`config.mk`:
```
export PLATFORM = sky130hd
export DESIGN_NAME = ssr_top
export DESIGN_NICKNAME = d
export VERILOG_FILES = /design/src/ssr_pkg.sv /design/src/ssr_top.sv
export SDC_FILE = /design/constraint.sdc
export NUM_CORES = 1
export LEC_CHECK = 0
export BUFFER_PORTS_ARGS = -buffer_cell sky130_fd_sc_hd__buf_2
export CORE_AREA = 2 2 241 243
export DETAILED_ROUTE_END_ITERATION = 6
export DIE_AREA = 0 0 243 245
export PLACE_DENSITY_LB_ADDON = 0.1
export SYNTH_ARGS = -nofsm -noshare
export SYNTH_HDL_FRONTEND = slang
export SYNTH_SLANG_ARGS = --single-unit
```
`constraint.sdc`:
```
create_clock -name aclk -period 3.13 [get_ports aclk]
set_input_delay 0.313 -clock aclk [delete_from_list [all_inputs] [get_ports aclk]]
set_output_delay 0.313 -clock aclk [all_outputs]
set_load 0.02 [all_outputs]
```
`src/ssr_pkg.sv`:
```
// Purpose: shared constants and types of the security transfer decoder
// Assumes: command entries arrive already fetched from the admin queue
// Notes:   register map, status codes, field positions, carrier structs
package ssr_pkg;

    // -----------------------------------------------------------------
    // command fields and protocol codes
    // -----------------------------------------------------------------
    localparam int             SEL_MSB        = 31;
    localparam int             SEL_LSB        = 24;
    localparam int             PSF_MSB        = 23;
    localparam int             PSF_LSB        = 8;
    localparam int             FSF_MSB        = 7;
    localparam int             FSF_LSB        = 0;
    localparam logic [7:0]     PROT_DISCOVERY = 8'h00;
    localparam logic [7:0]     PROT_FAMILY    = 8'hEA;
    localparam logic [15:0]    PSF_RPM        = 16'h0001;

    // -----------------------------------------------------------------
    // completion status codes
    // -----------------------------------------------------------------
    localparam logic [7:0]     ST_SUCCESS     = 8'h00;
    localparam logic [7:0]     ST_BAD_OPCODE  = 8'h01;
    localparam logic [7:0]     ST_BAD_PARAM   = 8'h02;

    // -----------------------------------------------------------------
    // discovery list: 8 header bytes then one byte per protocol
    // -----------------------------------------------------------------
    localparam logic [3:0]     DSC_HDR_BYTES  = 4'h8;
    localparam logic [7:0]     DSC_LIST_LEN   = 8'h02;
    localparam logic [3:0]     DSC_TOTAL      = 4'hA;

    // -----------------------------------------------------------------
    // register offsets and reset values
    // -----------------------------------------------------------------
    localparam logic [7:0]     REG_CTRL       = 8'h00;
    localparam logic [7:0]     REG_MAXLEN     = 8'h04;
    localparam logic [7:0]     REG_STATUS     = 8'h08;
    localparam logic [7:0]     REG_IRQ_STAT   = 8'h0C;
    localparam logic [7:0]     REG_IRQ_CLR    = 8'h10;
    localparam logic [7:0]     REG_IRQ_EN     = 8'h14;
    localparam logic [7:0]     REG_CMD_COUNT  = 8'h18;
    localparam logic [31:0]    CTRL_RST       = 32'h0000_0001;
    localparam logic [31:0]    MAXLEN_RST     = 32'h0000_1000;
    localparam logic [1:0]     IRQ_RST        = 2'h0;
    localparam logic [1:0]     RESP_OKAY      = 2'h0;
    localparam logic [1:0]     RESP_SLVERR    = 2'h2;

    // -----------------------------------------------------------------
    // carriers
    // -----------------------------------------------------------------
    typedef struct packed {
        logic [7:0]  opcode;
        logic [15:0] cid;
        logic [63:0] prp1;
        logic [63:0] prp2;
        logic [31:0] cdw10;
        logic [31:0] cdw11;
    } ssr_cmd_t;

    typedef struct packed {
        logic        is_send;
        logic [7:0]  protocol_selector;
        logic [15:0] protocol_specific_field;
        logic [7:0]  family_specific_field;
        logic [63:0] prp1;
        logic [63:0] prp2;
        logic [31:0] xfer_len;
    } ssr_eng_req_t;

    typedef struct packed {
        logic [15:0] cid;
        logic [7:0]  status;
    } ssr_cpl_t;

    typedef enum logic [2:0] {
        ST_IDLE, ST_DECODE, ST_ENG_REQ, ST_ENG_WAIT, ST_DISC, ST_CPL
    } ssr_state_t;

endpackage

```
`src/ssr_top.sv`:
```
// Purpose: decode and run security send and receive admin commands
// Assumes: command fetch, engine and data mover share aclk
// Notes:   registers over AXI4-Lite, one level interrupt output
`timescale 1ns/1ps

// Summary of operation
// - only opcode, pointers and dwords 10 and 11 are decoded; the command id is copied into the completion
// - first pointer gives the host buffer start address
// - second pointer is passed on unchanged to the engine in the request
// - dword 10 bits 31:24 hold the protocol selector
// - receive with an unsupported selector ends with invalid parameter
// - send with a reserved selector ends with invalid parameter
// - dword 10 bits 23:8 hold the protocol specific field
// - dword 10 bits 7:0 are the family field, used only for EAh
// - receive dword 11 is the allocation length in bytes
// - send dword 11 is the transfer length in bytes
// - every finished command posts a completion with its status
// - receive selector 00h returns the supported protocol list
// - selector EAh is accepted by both send and receive
// - under EAh only specific value 0001h is valid, others reserved
// - send results come back only through a later receive
// - receive result state is dropped on reset
module ssr_top #(
    parameter logic [7:0]  OPC_SEND = 8'h01,
    parameter logic [7:0]  OPC_RECV = 8'h02
) (
    input  wire logic                  aclk,
    input  wire logic                  aresetn,
    input  wire logic                  cmd_valid,
    output logic                       cmd_ready,
    input  wire ssr_pkg::ssr_cmd_t     cmd,
    output logic                       cpl_valid,
    input  wire logic                  cpl_ready,
    output ssr_pkg::ssr_cpl_t          cpl,
    output logic                       eng_req_valid,
    input  wire logic                  eng_req_ready,
    output ssr_pkg::ssr_eng_req_t      eng_req,
    input  wire logic                  eng_done,
    input  wire logic [7:0]            eng_status,
    output logic                       dsc_valid,
    input  wire logic                  dsc_ready,
    output logic [7:0]                 dsc_byte,
    output logic                       dsc_last,
    output logic [63:0]                dsc_addr,
    input  wire logic [7:0]            s_axi_awaddr,
    input  wire logic                  s_axi_awvalid,
    output logic                       s_axi_awready,
    input  wire logic [31:0]           s_axi_wdata,
    input  wire logic [3:0]            s_axi_wstrb,
    input  wire logic                  s_axi_wvalid,
    output logic                       s_axi_wready,
    output logic [1:0]                 s_axi_bresp,
    output logic                       s_axi_bvalid,
    input  wire logic                  s_axi_bready,
    input  wire logic [7:0]            s_axi_araddr,
    input  wire logic                  s_axi_arvalid,
    output logic                       s_axi_arready,
    output logic [31:0]                s_axi_rdata,
    output logic [1:0]                 s_axi_rresp,
    output logic                       s_axi_rvalid,
    input  wire logic                  s_axi_rready,
    output logic                       irq
);

    // -----------------------------------------------------------------
    // state
    // -----------------------------------------------------------------
    ssr_pkg::ssr_state_t   state_r;
    ssr_pkg::ssr_cmd_t     cmd_r;
    ssr_pkg::ssr_cpl_t     cpl_r;
    ssr_pkg::ssr_eng_req_t eng_req_r;
    logic                  cmd_ready_r, cpl_valid_r, eng_req_valid_r;
    logic                  dsc_valid_r, dsc_last_r, irq_r;
    logic                  awready_r, wready_r, bvalid_r;
    logic                  arready_r, rvalid_r;
    logic [3:0]            dsc_idx_r, wstrb_r;
    logic [7:0]            dsc_byte_r, status_r, awaddr_r;
    logic [1:0]            irq_stat_r, irq_stat_nxt, irq_en_r;
    logic [1:0]            bresp_r, rresp_r;
    logic [31:0]           ctrl_r, maxlen_r, cmd_count_r;
    logic [31:0]           wdata_r, rdata_r;

    // -----------------------------------------------------------------
    // field decode of the held command
    // -----------------------------------------------------------------
    wire        is_send  = (cmd_r.opcode == OPC_SEND);
    wire        is_recv  = (cmd_r.opcode == OPC_RECV);
    wire [7:0]  sel      = cmd_r.cdw10[ssr_pkg::SEL_MSB:ssr_pkg::SEL_LSB];
    wire [15:0] psf      = cmd_r.cdw10[ssr_pkg::PSF_MSB:ssr_pkg::PSF_LSB];
    wire [7:0]  fsf_raw  = cmd_r.cdw10[ssr_pkg::FSF_MSB:ssr_pkg::FSF_LSB];
    wire        sel_fam  = (sel == ssr_pkg::PROT_FAMILY);
    wire        sel_disc = (sel == ssr_pkg::PROT_DISCOVERY);
    wire [7:0]  fsf      = sel_fam ? fsf_raw : 8'h00;
    wire [31:0] len      = cmd_r.cdw11;

    // selector acceptance per direction
    wire recv_ok  = sel_disc || sel_fam;
    wire send_ok  = sel_fam;
    wire psf_ok   = !sel_fam || (psf == ssr_pkg::PSF_RPM);
    wire sel_bad  = (is_recv && !recv_ok) || (is_send && !send_ok) || !psf_ok;
    wire is_sec   = is_send || is_recv;
    // length bound toward the engine
    wire [31:0] eng_len = (len < maxlen_r) ? len : maxlen_r;

    // -----------------------------------------------------------------
    // discovery byte selection
    // -----------------------------------------------------------------
    wire [3:0]  dsc_limit = (len < {28'h0, ssr_pkg::DSC_TOTAL}) ?
                            len[3:0] : ssr_pkg::DSC_TOTAL;
    wire        dsc_more  = (dsc_idx_r < dsc_limit);
    wire        dsc_hdr   = (dsc_idx_r < ssr_pkg::DSC_HDR_BYTES);
    wire        dsc_cnt   = (dsc_idx_r == 4'h7);
    wire        dsc_first = (dsc_idx_r == ssr_pkg::DSC_HDR_BYTES);
    wire [7:0]  dsc_list  = dsc_first ? ssr_pkg::PROT_DISCOVERY :
                            ssr_pkg::PROT_FAMILY;
    wire [7:0]  dsc_next  = dsc_hdr ? (dsc_cnt ? ssr_pkg::DSC_LIST_LEN :
                            8'h00) : dsc_list;
    wire        dsc_take  = !dsc_valid_r || dsc_ready;
    wire        dsc_end   = (dsc_idx_r + 4'h1 == dsc_limit);
    // handshakes and events
    wire cmd_hs  = cmd_valid && cmd_ready_r;
    wire cpl_hs  = cpl_valid_r && cpl_ready;
    wire ev_done = cpl_hs;
    wire ev_rej  = cpl_hs && ((cpl_r.status == ssr_pkg::ST_BAD_PARAM) ||
                              (cpl_r.status == ssr_pkg::ST_BAD_OPCODE));

    // -----------------------------------------------------------------
    // command sequencer
    // -----------------------------------------------------------------
    always_ff @(posedge aclk) begin
        if (!aresetn) begin
            state_r     <= ssr_pkg::ST_IDLE;
            cmd_ready_r <= 1'b0;
            cmd_r       <= '0;
            status_r    <= ssr_pkg::ST_SUCCESS;
        end else begin
            unique case (state_r)
                ssr_pkg::ST_IDLE: begin
                    if (cmd_hs) begin
                        cmd_r       <= cmd;
                        cmd_ready_r <= 1'b0;
                        state_r     <= ssr_pkg::ST_DECODE;
                    end else begin
                        cmd_ready_r <= ctrl_r[0];
                    end
                end
                ssr_pkg::ST_DECODE: begin
                    if (!is_sec) begin
                        status_r <= ssr_pkg::ST_BAD_OPCODE;
                        state_r  <= ssr_pkg::ST_CPL;
                    end else if (sel_bad) begin
                        status_r <= ssr_pkg::ST_BAD_PARAM;
                        state_r  <= ssr_pkg::ST_CPL;
                    end else if (is_recv && sel_disc) begin
                        status_r <= ssr_pkg::ST_SUCCESS;
                        state_r  <= dsc_limit == 4'h0 ? ssr_pkg::ST_CPL :
                                    ssr_pkg::ST_DISC;
                    end else begin
                        state_r  <= ssr_pkg::ST_ENG_REQ;
                    end
                end
                ssr_pkg::ST_ENG_REQ: begin
                    if (eng_req_ready) state_r <= ssr_pkg::ST_ENG_WAIT;
                end
                ssr_pkg::ST_ENG_WAIT: begin
                    if (eng_done) begin
                        status_r <= eng_status;
                        state_r  <= ssr_pkg::ST_CPL;
                    end
                end
                ssr_pkg::ST_DISC: begin
                    if (dsc_valid_r && dsc_ready && dsc_last_r)
                        state_r <= ssr_pkg::ST_CPL;
                end
                ssr_pkg::ST_CPL: begin
                    if (cpl_hs) state_r <= ssr_pkg::ST_IDLE;
                end
            endcase
        end
    end

    // engine request, held until taken
    always_ff @(posedge aclk) begin
        if (!aresetn) begin
            eng_req_valid_r <= 1'b0;
            eng_req_r       <= '0;
        end else if (state_r == ssr_pkg::ST_DECODE && is_sec && !sel_bad &&
                     !(is_recv && sel_disc)) begin
            eng_req_valid_r             <= 1'b1;
            eng_req_r <= '{is_send, sel, psf, fsf, cmd_r.prp1, cmd_r.prp2,
                           eng_len};
        end else if (eng_req_valid_r && eng_req_ready) begin
            eng_req_valid_r <= 1'b0;
        end
    end

    // discovery byte stream toward the host buffer
    always_ff @(posedge aclk) begin
        if (!aresetn) begin
            dsc_valid_r <= 1'b0;
            dsc_byte_r  <= 8'h00;
            dsc_last_r  <= 1'b0;
            dsc_idx_r   <= 4'h0;
        end else if (state_r != ssr_pkg::ST_DISC) begin
            dsc_idx_r   <= 4'h0;
        end else if (dsc_take && dsc_more) begin
            dsc_valid_r <= 1'b1;
            dsc_byte_r  <= dsc_next;
            dsc_last_r  <= dsc_end;
            dsc_idx_r   <= dsc_idx_r + 4'h1;
        end else if (dsc_valid_r && dsc_ready) begin
            dsc_valid_r <= 1'b0;
            dsc_last_r  <= 1'b0;
        end
    end

    // completion entry, held until taken
    always_ff @(posedge aclk) begin
        if (!aresetn) begin
            cpl_valid_r <= 1'b0;
            cpl_r       <= '0;
        end else if (state_r == ssr_pkg::ST_CPL && !cpl_valid_r) begin
            cpl_valid_r <= 1'b1;
            cpl_r.cid   <= cmd_r.cid;
            cpl_r.status <= status_r;
        end else if (cpl_hs) begin
            cpl_valid_r <= 1'b0;
        end
    end

    // -----------------------------------------------------------------
    // register bus: write side
    // -----------------------------------------------------------------
    wire aw_hs     = s_axi_awvalid && awready_r;
    wire w_hs      = s_axi_wvalid && wready_r;
    wire wr_go     = !awready_r && !wready_r && !bvalid_r;
    wire wr_ctrl   = wr_go && (awaddr_r == ssr_pkg::REG_CTRL);
    wire wr_maxlen = wr_go && (awaddr_r == ssr_pkg::REG_MAXLEN);
    wire wr_clr    = wr_go && (awaddr_r == ssr_pkg::REG_IRQ_CLR) &&
                     wstrb_r[0];
    wire wr_en     = wr_go && (awaddr_r == ssr_pkg::REG_IRQ_EN) &&
                     wstrb_r[0];
    wire wr_known  = (awaddr_r == ssr_pkg::REG_CTRL) ||
                     (awaddr_r == ssr_pkg::REG_MAXLEN) ||
                     (awaddr_r == ssr_pkg::REG_IRQ_CLR) ||
                     (awaddr_r == ssr_pkg::REG_IRQ_EN);
    wire [31:0] wmask = {{8{wstrb_r[3]}}, {8{wstrb_r[2]}},
                         {8{wstrb_r[1]}}, {8{wstrb_r[0]}}};

    // address and data latches, response after both
    always_ff @(posedge aclk) begin
        if (!aresetn) begin
            awready_r <= 1'b1;
            wready_r  <= 1'b1;
            bvalid_r  <= 1'b0;
            bresp_r   <= ssr_pkg::RESP_OKAY;
            awaddr_r  <= 8'h00;
            wdata_r   <= 32'h0000_0000;
            wstrb_r   <= 4'h0;
        end else begin
            if (aw_hs) begin
                awaddr_r  <= {s_axi_awaddr[7:2], 2'h0};
                awready_r <= 1'b0;
            end
            if (w_hs) begin
                wdata_r  <= s_axi_wdata;
                wstrb_r  <= s_axi_wstrb;
                wready_r <= 1'b0;
            end
            if (wr_go) begin
                bvalid_r <= 1'b1;
                bresp_r  <= wr_known ? ssr_pkg::RESP_OKAY :
                            ssr_pkg::RESP_SLVERR;
            end else if (bvalid_r && s_axi_bready) begin
                bvalid_r  <= 1'b0;
                awready_r <= 1'b1;
                wready_r  <= 1'b1;
            end
        end
    end

    // software-written registers
    always_ff @(posedge aclk) begin
        if (!aresetn) begin
            ctrl_r   <= ssr_pkg::CTRL_RST;
            maxlen_r <= ssr_pkg::MAXLEN_RST;
            irq_en_r <= ssr_pkg::IRQ_RST;
        end else begin
            if (wr_ctrl) ctrl_r <= (ctrl_r & ~wmask) | (wdata_r & wmask);
            if (wr_maxlen) maxlen_r <= (maxlen_r & ~wmask) | (wdata_r & wmask);
            if (wr_en) irq_en_r <= wdata_r[1:0];
        end
    end

    // sticky events: a new event wins over a clear in the same cycle
    assign irq_stat_nxt = (irq_stat_r & ~(wr_clr ? wdata_r[1:0] : 2'h0)) |
                          {ev_rej, ev_done};
    always_ff @(posedge aclk) begin
        if (!aresetn) begin
            irq_stat_r  <= ssr_pkg::IRQ_RST;
            irq_r       <= 1'b0;
            cmd_count_r <= 32'h0000_0000;
        end else begin
            irq_stat_r  <= irq_stat_nxt;
            irq_r       <= |(irq_stat_nxt & irq_en_r);
            if (ev_done) cmd_count_r <= cmd_count_r + 32'h0000_0001;
        end
    end

    // -----------------------------------------------------------------
    // register bus: read side
    // -----------------------------------------------------------------
    wire [7:0]  raddr   = {s_axi_araddr[7:2], 2'h0};
    wire        ar_hs   = s_axi_arvalid && arready_r;
    wire [31:0] st_word = {8'h00, sel, status_r,
                           7'h00, (state_r != ssr_pkg::ST_IDLE)};
    wire        rd_ok   = (raddr <= ssr_pkg::REG_CMD_COUNT); // word map
    wire [31:0] rd_word =
        (raddr == ssr_pkg::REG_CTRL)      ? ctrl_r :
        (raddr == ssr_pkg::REG_MAXLEN)    ? maxlen_r :
        (raddr == ssr_pkg::REG_STATUS)    ? st_word :
        (raddr == ssr_pkg::REG_IRQ_STAT)  ? {30'h0, irq_stat_r} :
        (raddr == ssr_pkg::REG_IRQ_EN)    ? {30'h0, irq_en_r} :
        (raddr == ssr_pkg::REG_CMD_COUNT) ? cmd_count_r : 32'h0000_0000;

    // read answer one cycle after the address is taken
    always_ff @(posedge aclk) begin
        if (!aresetn) begin
            arready_r <= 1'b1;
            rvalid_r  <= 1'b0;
            rdata_r   <= 32'h0000_0000;
            rresp_r   <= ssr_pkg::RESP_OKAY;
        end else if (ar_hs) begin
            arready_r <= 1'b0;
            rvalid_r  <= 1'b1;
            rdata_r   <= rd_word;
            rresp_r   <= rd_ok ? ssr_pkg::RESP_OKAY : ssr_pkg::RESP_SLVERR;
        end else if (rvalid_r && s_axi_rready) begin
            rvalid_r  <= 1'b0;
            arready_r <= 1'b1;
        end
    end

    // -----------------------------------------------------------------
    // outputs
    // -----------------------------------------------------------------
    assign cmd_ready     = cmd_ready_r;
    assign cpl_valid     = cpl_valid_r;
    assign cpl           = cpl_r;
    assign eng_req_valid = eng_req_valid_r;
    assign eng_req       = eng_req_r;
    assign dsc_valid     = dsc_valid_r;
    assign dsc_byte      = dsc_byte_r;
    assign dsc_last      = dsc_last_r;
    assign dsc_addr      = cmd_r.prp1;
    assign s_axi_awready = awready_r;
    assign s_axi_wready  = wready_r;
    assign s_axi_bvalid  = bvalid_r;
    assign s_axi_bresp   = bresp_r;
    assign s_axi_arready = arready_r;
    assign s_axi_rvalid  = rvalid_r;
    assign s_axi_rdata   = rdata_r;
    assign s_axi_rresp   = rresp_r;
    assign irq           = irq_r;

endmodule

```
==> Yosys cells after proc, flatten, opt, wreduce, memory -nomap -nowiden <==
Cells that the tools add are included.
{ "word_totals": {"ff_bits": 645, "input_bits": 288, "out_inout_bits": 336, "elab_cells": 205} }
{ "classes": {"n_addsub": 2, "n_lt_le_gt_ge": 5, "eq_ne": 29, "mux": 50, "bitwise_logic": 12, "reduce_logical": 66} }
{ "ops": {"columns": ["op", "n"], "rows": [
  ["32-bit 2-to-1 mux", 7],
  ["32-bit bitwise AND", 3],
  ["32-bit bitwise OR", 2],
  ["8-bit 2-to-1 mux", 7],
  ["32-bit by 1-bit adder with 32-bit output (second input constant)", 1],
  ["32-bit less-than comparator", 1],
  ["32-bit by 4-bit less-than comparator with 1-bit output (second input constant)", 1],
  ["32-bit NOT", 1],
  ["1-bit logical AND", 27],
  ["6-bit by 3-bit == test with 1-bit output (second input constant)", 4],
  ["8-bit zero test", 3],
  ["3-bit 2-to-1 mux", 8],
  ["1-bit 2-to-1 mux", 21],
  ["3-bit one-hot mux with 6 select lines", 1],
  ["16-bit by 1-bit == test with 1-bit output (second input constant)", 1],
  ["8-bit by 1-bit == test with 1-bit output (second input constant)", 2],
  ["8-bit by 2-bit == test with 1-bit output (second input constant)", 2],
  ["8-bit one-hot mux with 2 select lines", 1],
  ["6-bit by 1-bit == test with 1-bit output (second input constant)", 2],
  ["6-bit by 2-bit == test with 1-bit output (second input constant)", 2],
  ["2-bit nonzero test", 6],
  ["1-bit zero test", 10],
  ["1-bit logical OR", 10],
  ["2-bit inequality test (second input constant)", 5],
  ["other kinds (26)", 36]
]} }

==> Longest topological paths before layout <==
Gate-level depths: netlist of the first run.
{ "depth": {"depth_word": 11, "mapped_depth": 13, "depth_no_buf": 12} }

==> Worst setup path before layout of the first run <==
Ideal clock, no wire load.
{ "synth_timing": {"path_kind": "register -> register", "from": "register cmd_r, in the netlist len[1]", "to": "register dsc_last_r, in the netlist dsc_last", "setup_time_ps": 61, "t_arrival_ps": 2629, "required_ps": 3069, "path_slack_ps": 440, "path_stages_with_launch": 13, "path_buffers": 1, "period_less_slack_ps": 2690, "path_cell_list": "dfxtp_1 clkbuf_1 o21ai_0 nand4_1 nor3_1 ha_1 nor2b_1 o21ai_0 nand2b_1 a221oi_2 nand2_1 a2111oi_0 a32o_1"} }
{ "synth_via": {"elab_chain_cells": 6, "word_cells_on_any_way": 8, "classes_between": "order compare (2); eq/ne (1); mux (2); reduce/logical (3)"} }
{ "synth_rtl": {"columns": ["item", "line", "text"], "rows": [
  ["start: declaration", "ssr_top.sv:69", "ssr_pkg::ssr_cmd_t cmd_r;"],
  ["start signal: assignment", "ssr_top.sv:140", "cmd_r <= cmd;"],
  ["32-bit by 4-bit less-than comparator with 1-bit output", "ssr_top.sv:108", "wire [3:0] dsc_limit = (len < {28'h0, ssr_pkg::DSC_TOTAL}) ?"],
  ["4-bit 2-to-1 mux (*)", "ssr_top.sv:108", null],
  ["4-bit less-than comparator", "ssr_top.sv:110", "wire dsc_more = (dsc_idx_r < dsc_limit);"],
  ["1-bit logical AND", "ssr_top.sv:206", "end else if (dsc_take && dsc_more) begin"],
  ["2-bit nonzero test (no source line)", null, null],
  ["2-bit AND reduction (no source line)", null, null],
  ["end signal: assignment", "ssr_top.sv:209", "dsc_last_r <= dsc_end;"],
  ["end: declaration", "ssr_top.sv:73", "logic dsc_valid_r, dsc_last_r, irq_r;"]
]} }
Mark *: on every way between the ends. The rest lies on a longest branch, timed or not.
A chain may end at the register's enable or synchronous reset.

==> Final worst setup path of the first run <==
{ "layout_timing": {"from": "register cmd_r, in the netlist len[16]", "to": "register dsc_last_r, in the netlist dsc_last"} }
{ "layout_via": {"elab_chain_cells": 6, "word_cells_on_any_way": 8, "classes_between": "order compare (2); eq/ne (1); mux (2); reduce/logical (3)"} }
{ "layout_rtl": {"columns": ["item", "line"], "rows": [
  ["32-bit by 4-bit less-than comparator with 1-bit output (*)", "ssr_top.sv:108"],
  ["4-bit 2-to-1 mux (*)", "ssr_top.sv:108"],
  ["4-bit less-than comparator", "ssr_top.sv:110"],
  ["1-bit logical AND", "ssr_top.sv:206"],
  ["2-bit nonzero test (no source line)", null],
  ["2-bit AND reduction (no source line)", null]
]} }
Marked as above.

==> results_dict.tcl, run 1 <==
set metrics [dict create \
    clock_sinks 637 \
    post-place-cells 4311 \
    yosysWarnings 0 \
    num_io_pins 624 \
    synthSimpleGateAreaFrac_pct 22.1 \
    syn-instance-count 3126 \
    synth_compound_area_share_pct 15.0 \
    fin_worst_skew_ns 0.0210 \
    fin_cells 4709 \
    routedWlPerCell_um 18.7 \
    drc 0 \
    gr-total-overflow 0 \
    ys_seq_elements 637 \
    fin_crit_sh_pct 93.5 \
    gp_congestion 0.915 \
    num_rows 88 \
    dieArea_um2 59500 \
    synthMuxAreaShare_pct 2.28 \
    async_flop_share_pct 0 \
    syn2layout_area_growth_pct 34.2 \
    cts_buffers 70 \
    leakage_nw 13.7 \
    ys_seq_area_share_pct 51.0 \
    status "complete, no violations" \
    vias_per_cell 5.23 \
    synth_top_area_share_pct 51.0 \
    synth_edf_count 0 \
    synthXorXnorAreaFrac_pct 1.16 \
    dp_slack_ns 0.0978 \
    power.net_switching_w 0.00647 \
    drive_above_1_share_pct 21.6 \
    wl_um 87900 \
    setup_ws_ns 0.205 \
    antenna_found_initial 11 \
    p_clk_share_pct 38.7 \
    drt-initial-drc-count 1776 \
    synth_flop_cell "dfxtp_1" \
    synth_area_leaders "dfxtp_1, nand2_1, a21oi_1, clkbuf_1, buf_4" \
    fmax_mhz 342 \
    p_per_area_nw_per_um2 649 \
    yosysTopAreaCell "dfxtp_1" \
    p_total_w 0.0218 \
    hold_class "input pin to register" \
    hpwl_um 62200 \
    combinationalPowerShare_pct 19.8 \
    ir_worst_vdd_v 0.000528 \
    critPathLaunchType "register" \
    fp.dieH_um 245 \
    h-tree-depth 3 \
    grt_max_degree 119 \
    grt_pass1_vias 24018 \
    cts.clk_slew.worst_paths_ns 0.06 \
    core_area_um2 57000 \
    timing.slew.headroom_pct 38.6 \
    end_kind "register" \
    setup_viol 0 \
    ys_types 61 \
    antenna_left 0 \
    clockBufferDepth 3 \
    p_int_w 0.0153 \
    worst_pin_slew_ns 0.920 \
    path_max_fanout 4 \
    finalHoldViolCount 0 \
    arrival_ns 3.47 \
    fillers 5284 \
    grt_usage_pct 28.6 \
    dr.pass1.iters 7 \
    clockRootBuffer "clkbuf_16" \
    p_seq_share_pct 41.4 \
    fin_hold_ws_ns 0.0262 \
    start_util_pct 43.8 \
    switching_share_pct 29.7 \
    critPathKind "register to register" \
    avgSynthCellArea_um2 7.99 \
    synthesis.area_um2 25000 \
    vias 24615 \
    min_period_ns 2.93 \
    synth_top_family_by_area "simple AND/OR/NAND/NOR gates" \
    crit_required_ns 3.68 \
    nets 4205 \
    numPortBuffers 614 \
    cts_tree "built" \
    synthAdderAreaFrac_pct 1.90 \
    maxCapViolCount 0 \
    die_w_um 243 \
    worstSkewPairLatency_ns 0.61 \
    slew_viol_final 0 \
    grt_pass1_wl_um 135000 \
]
==> path summary, 6_finish.rpt <==
path                from     endpoint  slack, ns  depth (start not counted)
max reg2reg      len[16]     dsc_last       0.20                         12
max              len[16]     dsc_last       0.20                         12
min            dsc_ready    dsc_valid       0.03                          4
min reg2reg  eng_req[69]  eng_req[69]       0.45                          2
==> layer usage <==
metal  wire, µm  vias to the layer above  track usage [%]
met5         21                        -                0
met4       3800                        4             13.3
met3       5970                      210             6.57
met2      43700                      891             49.4
met1      34500                    11642             33.8
li1           -                    11868                -
==> worst max-delay path, cell delays in order, from the launching register on <==
cell and delay, ns:
dfxtp_1 0.34, nor4_1 0.37, nand4_1 0.32, buf_4 0.25, nor3_2 0.11, ha_1 0.24, nor2b_1 0.13, o21ai_1 0.11
nand2b_1 0.08, a221oi_2 0.25, nand2_1 0.12, a2111oi_2 0.36, a32o_2 0.18
==> synthesized netlist by cell type (all sizes together) (7+ instances only) <==
cell / number
o21ai: 76
dfxtp: 637
mux2i: 57
nor2b: 12
nand2: 981
nand3: 100
nand4: 17
inv: 43
buf: 116
ha: 38
nor2: 98
a211oi: 17
or2: 10
or3: 10
nor4: 17
a21oi: 553
nand2b: 7
nor3: 29
and3: 25
a221oi: 17
a222oi: 14
xor2: 19
and2: 13
xnor2: 14
clkbuf: 174
==> final cells by class <==
| class | instances | area, µm² | share of cell area [%] |
|---|---|---|---|
| sequential | 637 | 12800 | 38.0 |
| multi-input combinational | 2159 | 10700 | 31.9 |
| timing repair buffer | 967 | 6550 | 19.5 |
| clock buffer | 105 | 2040 | 6.10 |
| tap | 765 | 957 | 2.86 |
| clock inverter | 23 | 314 | 0.937 |
| inverter | 44 | 173 | 0.515 |
| antenna | 9 | 22.5 | 0.0672 |
==> power by group through the flow <==
stage | registers, W | logic, W | clock network, W
5_1_grt | 0.00908 | 0.00471 | 0.00892
2_1_floorplan | 0.00917 | 0.00268 | 0
3_5_place_dp | 0.00918 | 0.00401 | 0
4_1_cts | 0.00901 | 0.00429 | 0.00857
6_report | 0.00902 | 0.00432 | 0.00843
3_3_place_gp | 0.00916 | 0.00396 | 0
==> through the flow <==
step / utilization [%] / instance area (µm²) / TNS (ns)
final: 58.8 / 33500 / 0
after global placement: 50.0 / 28500 / 0
after CTS: 58.7 / 33500 / 0
after floorplan: - / 25000 / 0
after global routing: 58.8 / 33500 / -0.0134
after detailed placement: 50.0 / 28500 / 0
==> cells in the final DEF, fill, tap and decap left out, types with 5 or more instances in the layout <==
master,synthesis,routed
nand2_1,980,979
dfxtp_1,637,637
buf_2,20,614
a21oi_1,553,553
dlygate4sd3_1,0,261
nand3_1,100,99
nor2_1,98,96
buf_4,86,78
o21ai_0,76,75
clkbuf_16,0,70
mux2i_1,57,57
inv_1,43,43
ha_1,38,38
nor3_1,27,25
and3_1,25,25
xor2_1,19,19
clkbuf_1,174,19
nand4_1,17,17
a211oi_1,17,17
a221oi_1,16,16
clkbuf_8,0,16
xnor2_1,14,14
a222oi_1,14,14
buf_12,0,14
nor4_1,16,13
nor2b_1,12,12
and2_1,12,11
or2_2,10,10
diode_2,0,9
or3_1,8,8
clkinv_2,0,7
nand2b_1,6,6
conb_1,1,5
inv_6,0,5
bufinv_16,0,5
==> cells by family (layout without fill, tap and decap cells) <==
family	after synthesis	count (layout)
and+or+nand+nor	1329	1329
AOI/OAI and AO/OA	697	697
DFF	637	637
buffers and inverters	334	1139
muxes	57	57
adders and majority gates	38	38
xor gates and xnor gates	33	33
other	1	14
==> timing repair <==
action | in CTS | in global routing
endpoints found under the hold margin | 260 | 0
setup buffers | 0 | 0
setup endpoints to repair | 0 | 5
resized for setup | 0 | 8
hold buffers | 261 | 0
No activity file was read; power rests on OpenSTA's default activity.
==> inputs of run 2 (changes only) <==
--- a/config.mk
+++ b/config.mk
@@ -5,10 +5,11 @@
 export SDC_FILE = /design/constraint.sdc
 export NUM_CORES = 1
 export LEC_CHECK = 0
+export ABC_AREA = 1
 export BUFFER_PORTS_ARGS = -buffer_cell sky130_fd_sc_hd__buf_2
-export CORE_AREA = 2 2 241 243
+export CORE_AREA = 2 2 244 246
 export DETAILED_ROUTE_END_ITERATION = 6
-export DIE_AREA = 0 0 243 245
+export DIE_AREA = 0 0 246 248
 export PLACE_DENSITY_LB_ADDON = 0.1
 export SYNTH_ARGS = -nofsm -noshare
 export SYNTH_HDL_FRONTEND = slang
==> run 2 against run 1 <==
Against the previous run:
- sequential share of layout area grew 0.15 points
- register-to-register slack gained 0.13 ns
- maximum frequency grew 4.6%
- combinational power grew 28%
- critical endpoint is now dsc_byte[1]
==> results_dict.tcl, run 2 <==
set metrics [dict create \
    clock_sinks 637 \
    r2r_end "dsc_byte[1]" \
    cp_slowest_stage_delay_ns 0.33 \
    syn-instance-count 3416 \
    yosysTopAreaCell "dfxtp_1" \
    fin_cells 4927 \
    antenna_found_initial 19 \
    die_w_um 246 \
    clockBufferDepth 3 \
    fin_crit_sh_pct 89.3 \
    dr.pass1.iters 5 \
    crit_chain "inv_1 -> nand2_1 -> nor3_1 -> nand2_1 -> nor2_1 -> nand2_1 -> nor2_1 -> ha_1 -> inv_1 -> nor2_1 -> o211ai_1 -> nand3_1 -> nor2_1 -> inv_1 -> a21oi_1 -> a21oi_1" \
    rsz0062_at_grt "false" \
    gr-total-overflow 0 \
    h-tree-depth 3 \
    grt_pass1_wl_um 131000 \
    ys_seq_area_share_pct 49.5 \
    grt_max_degree 176 \
    synthesis.area_um2 25700 \
    cpMostUsedCell "nor2_1" \
    synthTopCellsByCount "dfxtp_1, a21oi_1, nand2_1" \
    slew_viol_final 0 \
    hold_start "cmd[14]" \
    timing.slew.headroom_pct 29.6 \
    core_area_um2 58500 \
    status "complete, no violations" \
    post-place-cells 4593 \
    nets 4416 \
    critical_path_buf_inv_count 3 \
    clockRootBuffer "clkbuf_16" \
    p_int_w 0.0159 \
    p_seq_share_pct 41.0 \
    path_max_fanout 7 \
    r2r_setup_slack_ns 0.33 \
    p_per_area_nw_per_um2 706 \
    yosysWarnings 0 \
    cts.clk_slew.worst_paths_ns 0.06 \
    avgSynthCellArea_um2 7.54 \
    async_flop_share_pct 0 \
    vias_per_cell 5.01 \
    worstSkewPairLatency_ns 0.60 \
    combinationalPowerShare_pct 23.4 \
    drc 0 \
    power.net_switching_w 0.00766 \
    post_cts_buffers 0 \
    num_io_pins 624 \
    start_util_pct 44.0 \
    fp.dieH_um 248 \
    maxCapViolCount 0 \
    regArea_um2 12800 \
    startpoint "len[27]" \
    fin_worst_skew_ns 0.0244 \
    stdcell_area_um2 33400 \
    synth_area_leaders "dfxtp_1, a21oi_1, nand2_1, o21ai_0, inv_1" \
    worst_pin_slew_ns 1.06 \
    dieArea_um2 61000 \
    p_clk_share_pct 35.6 \
    min_period_ns 2.80 \
    crit_required_ns 3.62 \
    leakage_nw 14.1 \
    multi_input_area_um2 9940 \
    final_cell_mix "dfxtp_1, buf_2, a21oi_1, nand2_1, inv_1" \
    cts_tree "built" \
    vias 24668 \
    placed_area_um2 29100 \
    switching_share_pct 32.5 \
    drive_above_1_share_pct 19.3 \
    arrival_ns 3.28 \
    drt-initial-drc-count 1390 \
    routedWlPerCell_um 18.0 \
    synth_most_common_cell "dfxtp_1" \
    synth_flop_cell "dfxtp_1" \
    fillers 5715 \
    cp_slowest_cell "dfxtp_1" \
    tns_ns 0 \
    cp-endpoint "dsc_byte[1]" \
    final_common_cell "dfxtp_1" \
    setup_viol 0 \
    num_rows 89 \
    finalHoldViolCount 0 \
    grt_pass1_vias 22661 \
    grt_usage_pct 27.8 \
    cts_buffers 71 \
    antenna_left 0 \
    syn2layout_area_growth_pct 29.7 \
    r2r_start "len[27]" \
    critPathLaunchType "register" \
    hpwl_um 62600 \
    ir_worst_vdd_v 0.000539 \
    synth_top_area_share_pct 49.5 \
    ys_types 41 \
    numPortBuffers 614 \
    gp_congestion 0.928 \
    fmax_mhz 358 \
    critPathKind "register to register" \
    wl_um 88500 \
    synth_edf_count 0 \
    cp.depth 16 \
    ys_seq_elements 637 \
    critical_path.top_delay_family "simple AND/OR/NAND/NOR gates" \
    r2r_cells 16 \
    hold_class "input pin to register" \
    end_kind "register" \
]
## run 2: cell count changes after synthesis, sizes merged, moves of 41 or more
cell   before  now
a21oi     553  594
nor2       98  170
mux2i      57    0
nand2     981  584
o21ai      76  375
inv        43  459
## run 2: final cells by class
class                      count  share of cell area [%]
clock buffer                 104                    6.24
multi-input combinational   2049                    29.8
antenna                       13                  0.0974
clock inverter                20                   0.738
timing repair buffer         871                    16.9
tap                          773                    2.90
sequential                   637                    38.2
inverter                     460                    5.20
## run 2: kinds of logic after synthesis
| logic type | Yosys count | synth area share (%) |
|---|---|---|
| AND/OR/NAND/NOR | 951 | 15.2 |
| flip-flops | 637 | 49.5 |
| XOR/XNOR | 12 | 0.408 |
| AO/OA/AOI/OAI | 1043 | 20.9 |
| buffers and inverters | 734 | 12.0 |
| other | 1 | 0.0146 |
| adder cells (fa/ha/maj) | 38 | 1.85 |
## run 2: layer usage
layer  track usage [%]  part of all wire, %
met1              32.9                   40
met2              47.9                   49
met3              6.04                  6.9
met4              12.8                  4.3
met5                 0                0.045
## run 2: worst min-delay path by stage
stage / endpoint / slack (ns) / depth (start not counted)
6_report: len[14] / 0.02 / 3
3_5_place_dp: eng_req[171] / 0.42 / 2
3_3_place_gp: eng_req[169] / 0.42 / 2
5_1_grt: wstrb_r[3] / 0.007 / 3
2_1_floorplan: cmd_r[40] / 0.42 / 2
4_1_cts: cmd_r[39] / 0.0004 / 3
## run 2: through the flow
| stage | hold WS [ns] | worst slack (ns) | util, % | power, W |
|---|---|---|---|---|
| floorplan | 0.423 | 0.894 | - | 0.0135 |
| global route | 0.00737 | 0.0775 | 57.1 | 0.0248 |
| detailed placement | 0.425 | 0.401 | 49.7 | 0.0151 |
| finish | 0.0194 | 0.334 | 57.1 | 0.0236 |
| CTS | 0.000352 | 0.391 | 57.1 | 0.0237 |
| global placement | 0.423 | 0.413 | 49.7 | 0.0151 |
## run 2: tightest hold or removal path, cell delays in order
cell	delay, ns
buf_2	0.08
o21ai_0	0.07
a21oi_1	0.10
## run 2: power groups by stage
stage / logic (W) / registers (W) / clock network (W)
final: 0.00552 / 0.00967 / 0.00839
after CTS: 0.00552 / 0.00966 / 0.00853
after detailed placement: 0.00529 / 0.00983 / 0
after global routing: 0.00614 / 0.00979 / 0.00885
after global placement: 0.00526 / 0.00981 / 0
after floorplan: 0.00359 / 0.00994 / 0
## run 2: timing repair
action	in CTS	in global routing
endpoints found under the hold margin	189	0
hold buffers	197	0
resized for setup	0	0
